===== config.mk =====
export PLATFORM = sky130hd
export DESIGN_NAME = pixel_output
export DESIGN_NICKNAME = d
export VERILOG_FILES = /design/src/rs_pkg.sv /design/src/pixel_output.sv /design/src/pair_buffer.sv /design/src/bank_serializer.sv
export SDC_FILE = /design/constraint.sdc
export NUM_CORES = 2
export LEC_CHECK = 0
export ABC_CLOCK_PERIOD_IN_PS = 15900
export BUFFER_PORTS_ARGS = -buffer_cell sky130_fd_sc_hd__clkbuf_2
export CAP_MARGIN = 20
export CORE_ASPECT_RATIO = 0.7
export CORE_MARGIN = 3
export CORE_UTILIZATION = 55
export CTS_BUF_LIST = sky130_fd_sc_hd__clkbuf_8 sky130_fd_sc_hd__clkbuf_16
export CTS_CLUSTER_SIZE = 40
export DETAILED_ROUTE_END_ITERATION = 16
export PLACE_DENSITY_LB_ADDON = 0.1
export SETUP_SLACK_MARGIN = 0.15
export SYNTH_ARGS = -nofsm -noshare
export SYNTH_HDL_FRONTEND = slang
export SYNTH_SLANG_ARGS = --single-unit

===== constraint.sdc =====
create_clock -name sys_clk -period 15.9 [get_ports sys_clk]
set_clock_uncertainty 0.15 [all_clocks]
set_input_delay 1.59 -clock sys_clk [delete_from_list [all_inputs] [get_ports sys_clk]]
set_output_delay 1.59 -clock sys_clk [all_outputs]
set_load 0.05 [all_outputs]

===== src/rs_pkg.sv =====
// Purpose: Shared constants and carrier types for the pixel output path.
// Assumes: Registers are 16 bits wide and reached at their 16-bit addresses.
// Notes: Every offset, field position, reset value and count is named here once.
package rs_pkg;

  // ----------------------------------------------------------------------
  // Geometry of the output path
  // ----------------------------------------------------------------------
  localparam int PIX_W = 14;
  localparam int LANES = 7;
  localparam int BANKS = 8;
  localparam int ROW_BANKS = 4;
  localparam int SYNC_WORDS = 4;
  localparam int ADDR_W = 16;
  localparam int DATA_W = 16;

  // ----------------------------------------------------------------------
  // Register addresses
  // ----------------------------------------------------------------------
  localparam logic [ADDR_W-1:0] ROI_Y_ADDR = 16'h0001;
  localparam logic [ADDR_W-1:0] ROI_H_ADDR = 16'h0009;
  localparam logic [ADDR_W-1:0] ROI_W_ADDR = 16'h0019;
  localparam logic [ADDR_W-1:0] INTEG_ADDR = 16'h0091;
  localparam logic [ADDR_W-1:0] CFG1_ADDR = 16'h01d1;
  localparam logic [ADDR_W-1:0] LINE_LEN_ADDR = 16'h0201;
  localparam logic [ADDR_W-1:0] OUT_FMT_ADDR = 16'h3001;
  localparam logic [ADDR_W-1:0] STATUS_ADDR = 16'h3009;
  localparam logic [ADDR_W-1:0] STATE_ADDR = 16'h4019;

  // ----------------------------------------------------------------------
  // Reset values
  // ----------------------------------------------------------------------
  localparam logic [DATA_W-1:0] ROI_Y_RST = 16'h0000;
  localparam logic [DATA_W-1:0] ROI_H_RST = 16'h0860;
  localparam logic [DATA_W-1:0] ROI_W_RST = 16'h0b20;
  localparam logic [DATA_W-1:0] INTEG_RST = 16'h0d66;
  localparam logic [DATA_W-1:0] CFG1_RST = 16'hfc10;
  localparam logic [DATA_W-1:0] LINE_LEN_RST = 16'h0578;
  localparam logic [DATA_W-1:0] OUT_FMT_RST = 16'h0001;
  localparam logic [DATA_W-1:0] STATE_RST = 16'h0000;

  // ----------------------------------------------------------------------
  // Fields and encodings
  // ----------------------------------------------------------------------
  localparam int MODE_LSB = 0;
  localparam logic [1:0] MODE_ROLLING = 2'h1;
  localparam logic [DATA_W-1:0] CONT_CAPTURE_VAL = 16'h0003;
  localparam int DEPTH_LSB = 0;
  localparam int BANKSEL_LSB = 2;
  localparam logic [2:0] HALF_BASE = 3'h4;
  localparam int STAT_BUSY_BIT = 0;
  localparam int STAT_ROLL_BIT = 1;
  localparam int STAT_FRAMES_LSB = 8;

  // Eight pixels handed over by the line buffers per group; one group per output cycle with eight banks.
  typedef struct packed {
    logic [ROW_BANKS-1:0][PIX_W-1:0] odd;
    logic [ROW_BANKS-1:0][PIX_W-1:0] even;
  } pix_group_t;

  // Pins of one output bank, each with its own output enable.
  typedef struct packed {
    logic clk;
    logic clk_oe;
    logic [LANES-1:0] lane;
    logic [LANES-1:0] oe;
  } bank_pins_t;

endpackage


===== src/pixel_output.sv =====
// Purpose: Frame sequencing and eight-bank double-rate pixel output.
// Assumes: Link clock is far slower than sys_clk; line buffers hand over groups.
// Notes: Registers sit behind a plain strobe port with one-cycle read data.
`timescale 1ns/100ps
`default_nettype none
module pixel_output
  import rs_pkg::*;
#(
  parameter int SYNC_W = PIX_W,
  parameter logic [SYNC_WORDS*SYNC_W-1:0] SOF_CODES = {14'h3fff, 14'h0000, 14'h0000, 14'h0800},
  parameter logic [SYNC_WORDS*SYNC_W-1:0] LINE_BEGIN_CODES = {14'h3fff, 14'h0000, 14'h0000, 14'h0400},
  parameter logic [SYNC_WORDS*SYNC_W-1:0] LINE_END_CODES = {14'h3fff, 14'h0000, 14'h0000, 14'h0600},
  parameter logic [SYNC_WORDS*SYNC_W-1:0] EOF_CODES = {14'h3fff, 14'h0000, 14'h0000, 14'h0a00}
) (
  input wire logic sys_clk,
  input wire logic rst,
  input wire logic [ADDR_W-1:0] reg_addr,
  input wire logic [DATA_W-1:0] reg_wdata,
  input wire logic reg_wr,
  input wire logic reg_rd,
  output logic [DATA_W-1:0] reg_rdata_q,
  input wire logic frame_trigger,
  input wire logic link_clk,
  input wire logic grp_valid,
  output logic grp_ready,
  input wire pix_group_t grp_data,
  output bank_pins_t [BANKS-1:0] bank_pins_q,
  output logic [DATA_W-1:0] shutter_row_q,
  output logic global_reset_q
);

  initial begin
    if (SYNC_W != PIX_W) $error("sync words must match the pixel width");
  end

  // ----------------------------------------------------------------------
  // Input synchronisers and link clock edges
  // ----------------------------------------------------------------------
  logic trig_s1_q, trig_s2_q;
  logic lclk_s1_q, lclk_s2_q, lclk_s3_q;

  // Trigger and link clock are both foreign to sys_clk.
  always_ff @(posedge sys_clk or posedge rst) begin
    if (rst) begin
      trig_s1_q <= 1'b0;
      trig_s2_q <= 1'b0;
      lclk_s1_q <= 1'b0;
      lclk_s2_q <= 1'b0;
      lclk_s3_q <= 1'b0;
    end else begin
      trig_s1_q <= frame_trigger;
      trig_s2_q <= trig_s1_q;
      lclk_s1_q <= link_clk;
      lclk_s2_q <= lclk_s1_q;
      lclk_s3_q <= lclk_s2_q;
    end
  end

  // The falling edge opens each output cycle, the rising edge closes it.
  wire fall_tick = lclk_s3_q & ~lclk_s2_q;
  wire rise_tick = ~lclk_s3_q & lclk_s2_q;

  // ----------------------------------------------------------------------
  // Register file
  // ----------------------------------------------------------------------
  logic [DATA_W-1:0] roi_y_q, roi_h_q, roi_w_q, integ_q;
  logic [DATA_W-1:0] cfg1_q, line_len_q, out_fmt_q, state_q;
  logic [7:0] frames_q;

  function automatic logic hit(input logic [ADDR_W-1:0] a, input logic [ADDR_W-1:0] ref_a);
    hit = (a == ref_a);
  endfunction

  wire wr_roi_y = reg_wr && hit(reg_addr, ROI_Y_ADDR);
  wire wr_roi_h = reg_wr && hit(reg_addr, ROI_H_ADDR);
  wire wr_roi_w = reg_wr && hit(reg_addr, ROI_W_ADDR);
  wire wr_integ = reg_wr && hit(reg_addr, INTEG_ADDR);
  wire wr_cfg1 = reg_wr && hit(reg_addr, CFG1_ADDR);
  wire wr_line = reg_wr && hit(reg_addr, LINE_LEN_ADDR);
  wire wr_fmt = reg_wr && hit(reg_addr, OUT_FMT_ADDR);
  wire wr_state = reg_wr && hit(reg_addr, STATE_ADDR);

  // Writable registers; the frame sequencer only samples them.
  always_ff @(posedge sys_clk or posedge rst) begin
    if (rst) begin
      roi_y_q <= ROI_Y_RST;
      roi_h_q <= ROI_H_RST;
      roi_w_q <= ROI_W_RST;
      integ_q <= INTEG_RST;
      cfg1_q <= CFG1_RST;
      line_len_q <= LINE_LEN_RST;
      out_fmt_q <= OUT_FMT_RST;
      state_q <= STATE_RST;
    end else begin
      if (wr_roi_y) roi_y_q <= reg_wdata;
      if (wr_roi_h) roi_h_q <= reg_wdata;
      if (wr_roi_w) roi_w_q <= reg_wdata;
      if (wr_integ) integ_q <= reg_wdata;
      if (wr_cfg1) cfg1_q <= reg_wdata;
      if (wr_line) line_len_q <= reg_wdata;
      if (wr_fmt) out_fmt_q <= reg_wdata;
      if (wr_state) state_q <= reg_wdata;
    end
  end

  typedef enum logic [2:0] {ST_IDLE, ST_INTEG, ST_SOS, ST_PIX, ST_EOS, ST_GAP} seq_state_t;
  seq_state_t st_q;

  wire [DATA_W-1:0] status_w = {frames_q, 6'h00, cfg1_q[MODE_LSB+:2] == MODE_ROLLING,
                                st_q != ST_IDLE};
  wire [DATA_W-1:0] rd_mux =
    hit(reg_addr, ROI_Y_ADDR) ? roi_y_q :
    hit(reg_addr, ROI_H_ADDR) ? roi_h_q :
    hit(reg_addr, ROI_W_ADDR) ? roi_w_q :
    hit(reg_addr, INTEG_ADDR) ? integ_q :
    hit(reg_addr, CFG1_ADDR) ? cfg1_q :
    hit(reg_addr, LINE_LEN_ADDR) ? line_len_q :
    hit(reg_addr, OUT_FMT_ADDR) ? out_fmt_q :
    hit(reg_addr, STATUS_ADDR) ? status_w :
    hit(reg_addr, STATE_ADDR) ? state_q : '0;

  // Read data stand for one cycle only; unmapped addresses read zero.
  always_ff @(posedge sys_clk or posedge rst) begin
    if (rst) reg_rdata_q <= '0;
    else reg_rdata_q <= reg_rd ? rd_mux : '0;
  end

  // ----------------------------------------------------------------------
  // Effective frame settings
  // ----------------------------------------------------------------------
  wire rolling = (cfg1_q[MODE_LSB+:2] == MODE_ROLLING);
  wire start_req = trig_s2_q || (state_q == CONT_CAPTURE_VAL);
  wire [DATA_W-1:0] row_start = {roi_y_q[DATA_W-1:1], 1'b0};
  wire [DATA_W-1:0] pairs_raw = {1'b0, roi_h_q[DATA_W-1:1]};
  wire [DATA_W-1:0] pairs = (pairs_raw == '0) ? 16'h0001 : pairs_raw;
  wire [DATA_W-1:0] groups_raw = {2'h0, roi_w_q[DATA_W-1:2]};
  wire [DATA_W-1:0] groups = (groups_raw == '0) ? 16'h0001 : groups_raw;
  wire [1:0] fmt_banks = out_fmt_q[BANKSEL_LSB+:2];
  wire [1:0] bank_code = (fmt_banks == 2'h3) ? 2'h2 : fmt_banks;
  wire [2:0] per_side = 3'(3'h4 >> bank_code);
  wire [1:0] phase_last = 2'((3'h1 << bank_code) - 3'h1);
  wire [2:0] half = HALF_BASE + {1'b0, out_fmt_q[DEPTH_LSB+:2]};
  wire [PIX_W-1:0] depth_mask = 14'(14'h3fff >> (4'he - {half, 1'b0}));

  // ----------------------------------------------------------------------
  // Frame sequencer
  // ----------------------------------------------------------------------
  logic [DATA_W-1:0] lt_q, int_cnt_q, line_idx_q, grp_cnt_q, reset_left_q;
  logic [1:0] sync_cnt_q, phase_q;
  logic buf_valid;
  pix_group_t buf_data;
  wire buf_take;

  // Two groups of slack let the line buffers run ahead while a bank sends sync words.
  pair_buffer #(
    .W($bits(pix_group_t)),
    .DEPTH(2)
  ) u_buf (
    .sys_clk(sys_clk),
    .rst(rst),
    .in_valid(grp_valid),
    .in_ready(grp_ready),
    .in_data(grp_data),
    .out_valid(buf_valid),
    .out_ready(buf_take),
    .out_data(buf_data)
  );

  // One line time covers an even and an odd row read side by side.
  wire line_tick = rise_tick && (lt_q >= line_len_q - 16'h0001) &&
                   (st_q == ST_INTEG || st_q == ST_GAP);
  wire last_line = (line_idx_q == pairs - 16'h0001);
  wire last_group = (grp_cnt_q == groups - 16'h0001) && (phase_q == phase_last);
  wire pix_take = rise_tick && (st_q == ST_PIX) && buf_valid;
  wire shutter_adv = line_tick && (reset_left_q != '0);
  assign buf_take = pix_take && (phase_q == phase_last);

  // Sequencer steps once per output cycle; a starved line simply waits.
  always_ff @(posedge sys_clk or posedge rst) begin
    if (rst) begin
      st_q <= ST_IDLE;
      lt_q <= '0;
      int_cnt_q <= '0;
      line_idx_q <= '0;
      grp_cnt_q <= '0;
      sync_cnt_q <= '0;
      phase_q <= '0;
    end else if (rise_tick) begin
      lt_q <= line_tick ? '0 : 16'(lt_q + 16'h0001);
      case (st_q)
        ST_IDLE: begin
          lt_q <= '0;
          int_cnt_q <= '0;
          line_idx_q <= '0;
          if (start_req) st_q <= ST_INTEG;
        end
        ST_INTEG: begin
          if (line_tick) begin
            int_cnt_q <= 16'(int_cnt_q + 16'h0001);
            if (int_cnt_q + 16'h0001 >= integ_q) st_q <= ST_SOS;
          end
        end
        ST_SOS: begin
          sync_cnt_q <= 2'(sync_cnt_q + 2'h1);
          if (sync_cnt_q == 2'h3) begin
            st_q <= ST_PIX;
            grp_cnt_q <= '0;
            phase_q <= '0;
          end
        end
        ST_PIX: begin
          if (buf_valid) begin
            phase_q <= (phase_q == phase_last) ? 2'h0 : 2'(phase_q + 2'h1);
            if (phase_q == phase_last) grp_cnt_q <= 16'(grp_cnt_q + 16'h0001);
            if (last_group) st_q <= ST_EOS;
          end
        end
        ST_EOS: begin
          sync_cnt_q <= 2'(sync_cnt_q + 2'h1);
          if (sync_cnt_q == 2'h3) st_q <= ST_GAP;
        end
        ST_GAP: begin
          if (line_tick && last_line) begin
            line_idx_q <= '0;
            int_cnt_q <= '0;
            st_q <= start_req ? ST_INTEG : ST_IDLE;
          end else if (line_tick) begin
            line_idx_q <= 16'(line_idx_q + 16'h0001);
            st_q <= ST_SOS;
          end
        end
        default: st_q <= ST_IDLE;
      endcase
    end
  end

  // Row reset pointer: rolling mode walks it one row pair per line time, so
  // every pair integrates exactly as long; global mode resets all at once.
  wire frame_begin = rise_tick && start_req &&
                     (st_q == ST_IDLE || (st_q == ST_GAP && line_tick && last_line));
  always_ff @(posedge sys_clk or posedge rst) begin
    if (rst) begin
      shutter_row_q <= '0;
      reset_left_q <= '0;
      global_reset_q <= 1'b0;
      frames_q <= '0;
    end else begin
      global_reset_q <= frame_begin && !rolling;
      if (frame_begin) begin
        shutter_row_q <= row_start;
        reset_left_q <= rolling ? 16'(pairs - 16'h0001) : '0;
        frames_q <= 8'(frames_q + 8'h01);
      end else if (shutter_adv) begin
        shutter_row_q <= 16'(shutter_row_q + 16'h0002);
        reset_left_q <= 16'(reset_left_q - 16'h0001);
      end
    end
  end

  // ----------------------------------------------------------------------
  // Bank words and serializers
  // ----------------------------------------------------------------------
  wire [SYNC_WORDS*SYNC_W-1:0] head_codes = (line_idx_q == '0) ? SOF_CODES : LINE_BEGIN_CODES;
  wire [SYNC_WORDS*SYNC_W-1:0] tail_codes = last_line ? EOF_CODES : LINE_END_CODES;
  wire [SYNC_W-1:0] head_word = head_codes[sync_cnt_q*SYNC_W +: SYNC_W];
  wire [SYNC_W-1:0] tail_word = tail_codes[sync_cnt_q*SYNC_W +: SYNC_W];
  logic [BANKS-1:0][PIX_W-1:0] word_q;

  genvar b;
  generate
    for (b = 0; b < BANKS; b++) begin : g_bank
      localparam logic [2:0] POS = 3'(b / 2);
      wire active = (POS < per_side);
      wire [2:0] pix_idx = 3'(phase_q * per_side + POS);
      wire [PIX_W-1:0] pix = (b % 2 == 1) ? buf_data.odd[pix_idx[1:0]] :
                             buf_data.even[pix_idx[1:0]];
      wire [PIX_W-1:0] next_word =
        (st_q == ST_SOS) ? head_word :
        (st_q == ST_EOS) ? tail_word :
        (st_q == ST_PIX && buf_valid) ? pix : '0;

      // The word is chosen at the rising edge for the next output cycle.
      always_ff @(posedge sys_clk or posedge rst) begin
        if (rst) word_q[b] <= '0;
        else if (rise_tick) word_q[b] <= next_word & depth_mask;
      end

      bank_serializer u_ser (
        .sys_clk(sys_clk),
        .rst(rst),
        .fall_tick(fall_tick),
        .rise_tick(rise_tick),
        .link_level(lclk_s2_q),
        .active(active),
        .half(half),
        .word(word_q[b]),
        .pins_q(bank_pins_q[b])
      );
    end
  endgenerate

  // ----------------------------------------------------------------------
  // Checks
  // ----------------------------------------------------------------------
  chk_capture_start: assert property (@(posedge sys_clk) disable iff (rst)
    (rise_tick && st_q == ST_IDLE && start_req) |=> st_q == ST_INTEG)
    else $error("capture request did not start integration");

  chk_repeat_frame: assert property (@(posedge sys_clk) disable iff (rst)
    (rise_tick && st_q == ST_GAP && line_tick && last_line && start_req)
      |=> st_q == ST_INTEG ##1 frames_q == $past(frames_q, 2) + 8'h01)
    else $error("held trigger did not give a further frame");

  chk_sync_lead: assert property (@(posedge sys_clk) disable iff (rst)
    (rise_tick && st_q == ST_SOS && sync_cnt_q == 2'h3) |=> st_q == ST_PIX)
    else $error("pixels did not follow four start words");

  chk_sync_tail: assert property (@(posedge sys_clk) disable iff (rst)
    ($rose(st_q == ST_GAP)) |-> $past(st_q) == ST_EOS && $past(sync_cnt_q) == 2'h3)
    else $error("line ended without four end words");

  chk_even_rows: assert property (@(posedge sys_clk) disable iff (rst)
    (st_q != ST_IDLE) |-> shutter_row_q[0] == 1'b0 && !pairs[15])
    else $error("region start row is odd");

  chk_rolling_stagger: assert property (@(posedge sys_clk) disable iff (rst)
    (shutter_adv && !frame_begin) |=> shutter_row_q == $past(shutter_row_q) + 16'h0002)
    else $error("rolling reset pointer did not step one row pair");

  chk_global_reset: assert property (@(posedge sys_clk) disable iff (rst)
    global_reset_q |-> $past(frame_begin) && $past(!rolling))
    else $error("global reset outside a global-mode frame start");

  chk_pixel_order: assert property (@(posedge sys_clk) disable iff (rst)
    (pix_take && bank_code == 2'h0) |=> word_q[2] == ($past(buf_data.even[1]) & depth_mask)
      && word_q[7] == ($past(buf_data.odd[3]) & depth_mask))
    else $error("pixel landed on the wrong bank");

endmodule
`default_nettype wire


===== src/pair_buffer.sv =====
// Purpose: Two-entry buffer with valid and ready on both sides.
// Assumes: Writer and reader share sys_clk.
// Notes: Full and empty are exact, so a stalled reader holds back the writer.
`timescale 1ns/100ps
`default_nettype none
module pair_buffer #(
  parameter int W = 8,
  parameter int DEPTH = 2
) (
  input wire logic sys_clk,
  input wire logic rst,
  input wire logic in_valid,
  output logic in_ready,
  input wire logic [W-1:0] in_data,
  output logic out_valid,
  input wire logic out_ready,
  output logic [W-1:0] out_data
);

  initial begin
    if (DEPTH != 2) $error("pair_buffer supports two entries only");
  end

  logic [W-1:0] mem_q [DEPTH];
  logic wr_ptr_q;
  logic rd_ptr_q;
  logic [1:0] count_q;
  wire push = in_valid && in_ready;
  wire pop = out_valid && out_ready;

  assign in_ready = (count_q != 2'h2);
  assign out_valid = (count_q != 2'h0);
  assign out_data = mem_q[rd_ptr_q];

  // Pointers and occupancy.
  always_ff @(posedge sys_clk or posedge rst) begin
    if (rst) begin
      wr_ptr_q <= 1'b0;
      rd_ptr_q <= 1'b0;
      count_q <= 2'h0;
    end else begin
      if (push) wr_ptr_q <= ~wr_ptr_q;
      if (pop) rd_ptr_q <= ~rd_ptr_q;
      count_q <= 2'(count_q + {1'b0, push} - {1'b0, pop});
    end
  end

  // Storage carries no reset, only the pointers and the count need one.
  always_ff @(posedge sys_clk) begin
    if (push) mem_q[wr_ptr_q] <= in_data;
  end

  chk_buffer_full: assert property (@(posedge sys_clk) disable iff (rst)
    (count_q == 2'h2 && !pop) |=> !in_ready)
    else $error("buffer accepted a word while full");

endmodule
`default_nettype wire


===== src/bank_serializer.sv =====
// Purpose: One output bank: half-word lanes, lane enables and forwarded clock.
// Assumes: Edge pulses come from the synchronised link clock.
// Notes: Upper half-word goes on the falling edge, lower half on the next rise.
`timescale 1ns/100ps
`default_nettype none
module bank_serializer
  import rs_pkg::*;
(
  input wire logic sys_clk,
  input wire logic rst,
  input wire logic fall_tick,
  input wire logic rise_tick,
  input wire logic link_level,
  input wire logic active,
  input wire logic [2:0] half,
  input wire logic [PIX_W-1:0] word,
  output bank_pins_t pins_q
);

  logic [LANES-1:0] low_q;
  wire [LANES-1:0] en_mask = 7'(7'h7f >> (3'h7 - half));
  wire [PIX_W-1:0] upper_w = word >> half;
  wire [LANES-1:0] upper = upper_w[LANES-1:0] & en_mask;

  // Lanes beyond the half-word stay released and quiet.
  always_ff @(posedge sys_clk or posedge rst) begin
    if (rst) begin
      pins_q <= '0;
      low_q <= '0;
    end else begin
      pins_q.oe <= active ? en_mask : '0;
      pins_q.clk_oe <= active;
      pins_q.clk <= active & link_level;
      if (fall_tick) begin
        pins_q.lane <= active ? upper : '0;
        low_q <= word[LANES-1:0] & en_mask;
      end else if (rise_tick) begin
        pins_q.lane <= active ? low_q : '0;
      end
    end
  end

  chk_falling_upper: assert property (@(posedge sys_clk) disable iff (rst)
    (fall_tick && active) |=> pins_q.lane == $past(upper))
    else $error("falling edge did not carry the upper half-word");

  chk_lane_count: assert property (@(posedge sys_clk) disable iff (rst)
    active |=> $countones(pins_q.oe) == int'($past(half)))
    else $error("enabled lane count differs from half the bit depth");

endmodule
`default_nettype wire


==> out/summary.md <==
• 9.76 ns — final worst slack
• 6 — initial antenna violation count
• multiplexers — largest family of logic cells by synthesized area
• 3 — H-tree lvl count
• 0 — Synthesis Warnings
• sky130_fd_sc_hd__dfrtp_1 32%, sky130_fd_sc_hd__edfxtp_1 18%, sky130_fd_sc_hd__mux4_2 7.4% — ranking of synthesized cells by area
• 224 — number of flops mapped to enable cells by yosys
• sky130_fd_sc_hd__dfrtp_1 — most used standard cell by instance count after synthesis
• 16.26 ns — required time of the critical path
• 0 ns — final sum of negative setup slack
• 26.4 um — routed length per placed instance
• 0.242 — max_slew headroom
• 0.0161 mm^2 — area of combinational cells with multiple inputs
• 0 — number of gates resized after CTS
• 0.322 — area share of the leading cell type in the synthesized netlist
• 0.0176 uW — P_leak
• 0.0163 — adder-cell share of the synthesized area
• sky130_fd_sc_hd__or4_1 — Slowest cell on crit path
• 6.43 — per-cell via count in the routed design
• 27.4k — total vias in the final route
• 19 — largest fanout of any net on the critical path
• sky130_fd_sc_hd__buf_4 — cell occurring most often along the worst timing path
• reg -> reg — path class of the lowest-slack min-delay path
• 0.161 — mux contribution to synthesized area
• 11.4% — growth of design area from synthesis to finish
• 72 — number of clock buffers inserted by TritonCTS
• 3171 — number of instances in the synthesized netlist
• 475 x sky130_fd_sc_hd__dfrtp_1, 292 x sky130_fd_sc_hd__nand2_1, 224 x sky130_fd_sc_hd__edfxtp_1 — most frequent cells after synthesis
• 0.07 ns — clock-pin slew reported for the worst setup and hold paths after clock tree synthesis
• 0 — total gr overflow
• 727 — clock sink count
• 11.6 um^2 — mean instance size in the synthesized netlist
• flop — kind of start point of the critical path
• complete, no violations — result of the run
• 3370 — net count after synthesis
• reg -> reg — critical path class
• 0 — post-CTS setup buffers
• 223 um — die extent in y
• 0.0656 mm^2 — standard cell core area
• 0.0194 mm^2 — Reg area
• 311 — number of buffers added on ports
• 0.104 — simple logic cell fraction of the synthesized area
• 0.386 — period utilisation layout
• 0.525 — sequential area share after synthesis
• 0.75 ns — worst stage delay on the critical path
• 3409 — drt initial violations
• 25.8k — via count of the first global-routing pass
• 0.122 — area fraction in compound gates after synthesis
• 0 — number of nets with antenna violations after routing
• 0.562 — Initial Utilization
• 9.84 ns — post-place setup slack
• 82 — distinct cell type count after synthesis
• flop — sort of element at the end of the critical path
• 0 — # DRC
• 0.0703 mm^2 — Die Area
• 0 — Pins Over Slew Limit
• yes — clock tree from TritonCTS
• 6.14 ns — final critical-path required period
• 0.0386 mm^2 — area of placed instances
• 316 um — chip width
• no — RSZ-0062 raised after global routing
• 6.50 ns — CP Data Arrival Time
• 3 — deepest clock path buffer count
• 161 — maximum number of pins on one net before global-route repair
• sky130_fd_sc_hd__clkbuf_16 — Root Buffer Master
• 3514 — Total Nets Final
• 0 — CTS Hold Buffers Added
• 0 — Max Cap Viol
• or3_1 > nor3_1 > a31oi_1 > ha_1 > or4b_1 > nor4_1 > xnor2_1 > o2111ai_1 > or4_1 > nor4_4 > buf_4 > or2_1 > buf_4 > mux2_2 — crit-path cells
• 313 — top-level port count
• 0.931 — Routability Congestion
• 167 mm — global-route wire length before repair
• 0.206 ns — Hold Worst Slack
• 5 — drt first pass iters
• sky130_fd_sc_hd__dfrtp_1 — post-synthesis cell type with the largest combined area
• 727 — post-synthesis sequential element count
• 78 — Rows
• 5166 — count of filler cells inserted in the layout
• 0 — setup-violating endpoint count in the final report
• 112 mm — post-detailed-routing wire length
• 113 mW/mm^2 — pwr/cell area
• 0 — number of hold violations in the final report
• 0.0285 — post-synthesis share of cell area spent on xor and xnor gates
• 0.318 — total track usage
• 0.000140 V — Max rail drop VDD
• 0.245 — layout cell share with drive strength beyond 1
• 0.692 — ys async rst share
• 0.0369 mm^2 — area of the mapped netlist
• 82.3 mm — final HPWL from detailed placement
• 1.14 ns — Worst Max-Slew Pin Slew
• sky130_fd_sc_hd__dfrtp_1 — primary flip-flop cell chosen by synthesis mapping
• 0.64 ns — clock latency on the worst-skew pair
• 0.163 GHz — maximum clock rate
• 0.0411 mm^2 — Design Area, Final
## per-layer routing
layer  up-vias  routed length, um  track usage
li1      12000                  -            -
met1     13900              53300        0.521
met2      1364              42700        0.393
met3       139              14200        0.118
met4         2               2110       0.0669
met5         -                 17            0
## placed cells by master (no fill, tap or decap), types with 24 or more instances in the layout
master / Yosys / layout
sky130_fd_sc_hd__nand2b_1: 42 / 42
sky130_fd_sc_hd__mux2i_1: 111 / 111
sky130_fd_sc_hd__dfstp_2: 28 / 27
sky130_fd_sc_hd__a21o_1: 24 / 24
sky130_fd_sc_hd__nor2_1: 211 / 209
sky130_fd_sc_hd__mux2_2: 179 / 179
sky130_fd_sc_hd__nand3_1: 45 / 45
sky130_fd_sc_hd__mux4_2: 122 / 122
sky130_fd_sc_hd__inv_1: 70 / 87
sky130_fd_sc_hd__xnor2_1: 76 / 76
sky130_fd_sc_hd__nand2_1: 292 / 289
sky130_fd_sc_hd__ha_1: 48 / 46
sky130_fd_sc_hd__nand4_1: 26 / 26
sky130_fd_sc_hd__edfxtp_1: 224 / 224
sky130_fd_sc_hd__nor4_1: 34 / 33
sky130_fd_sc_hd__nor3_1: 55 / 55
sky130_fd_sc_hd__buf_4: 58 / 30
sky130_fd_sc_hd__a21oi_1: 197 / 197
sky130_fd_sc_hd__xor2_1: 44 / 44
sky130_fd_sc_hd__dfrtp_1: 475 / 474
sky130_fd_sc_hd__o21ai_0: 157 / 157
sky130_fd_sc_hd__clkbuf_16: 0 / 74
sky130_fd_sc_hd__clkbuf_2: 1 / 311
sky130_fd_sc_hd__a22o_1: 64 / 64
sky130_fd_sc_hd__and3_1: 30 / 29
sky130_fd_sc_hd__a22oi_1: 42 / 42
## final cells by class
type | instances | share of cell area
Sequential cell | 727 | 0.471
Multi-Input combinational cell | 2095 | 0.391
Clock buffer | 86 | 0.0491
Timing Repair Buffer | 346 | 0.0457
Tap cell | 880 | 0.0268
Clock inverter | 48 | 0.00971
Inverter | 73 | 0.00685
Antenna cell | 1 | 0.0000609
## per-stage QoR
| stage | total power (uW) | std cells | utilization |
|---|---|---|---|
| final | 4650 | 4256 | 0.626 |
| after global routing | 4820 | 4255 | 0.626 |
| after CTS | 4660 | 4252 | 0.626 |
| after detailed placement | 2920 | 4118 | 0.589 |
| after global placement | 2890 | 4118 | 0.589 |
| after floorplan | 2700 | 3171 | - |
## critical path, delay by kind of cell (launching register included)
family	cells	cell delay, ns
simple gates	7	3.23
buf+inv	2	0.71
flops	1	0.68
compound gates	2	0.40
mux	1	0.37
fa+ha+maj	1	0.24
xor+xnor	1	0.19
## kinds of logic after synthesis
family | Yosys count
mux | 417
simple gates | 822
fa+ha+maj | 48
flops | 727
other cells | 2
xor+xnor | 120
compound gates | 686
buf+inv | 349
## registers in the layout, indices dropped and copies added (netlist names), 56 cells and up
| register | cells |
|---|---|
| g_bank.u_ser.low_q | 56 |
| g_bank.u_ser.pins_q | 71 |
| u_buf.mem_q | 224 |
| word_q | 112 |
## where the power goes
part	internal (uW)	total (uW)	switching, uW
logic	199	611	411
clock network	990	1750	757
registers	2160	2290	131
## path summary, 6_finish.rpt
kind	startpoint	to	slack, ns	depth (start not counted)
min	trig_s1_q	trig_s2_q	0.21	0
min reg2reg	trig_s1_q	trig_s2_q	0.21	0
max reg2reg	roi_h_q[6]	frames_q[1]	9.76	14
max in group asynchronous	rst	u_buf.rd_ptr_q	12.97	3
min in group asynchronous	rst	reset_left_q[12]	1.01	2
max	roi_h_q[6]	frames_q[1]	9.76	14
Note: power is estimated with default switching activity, not from simulation.
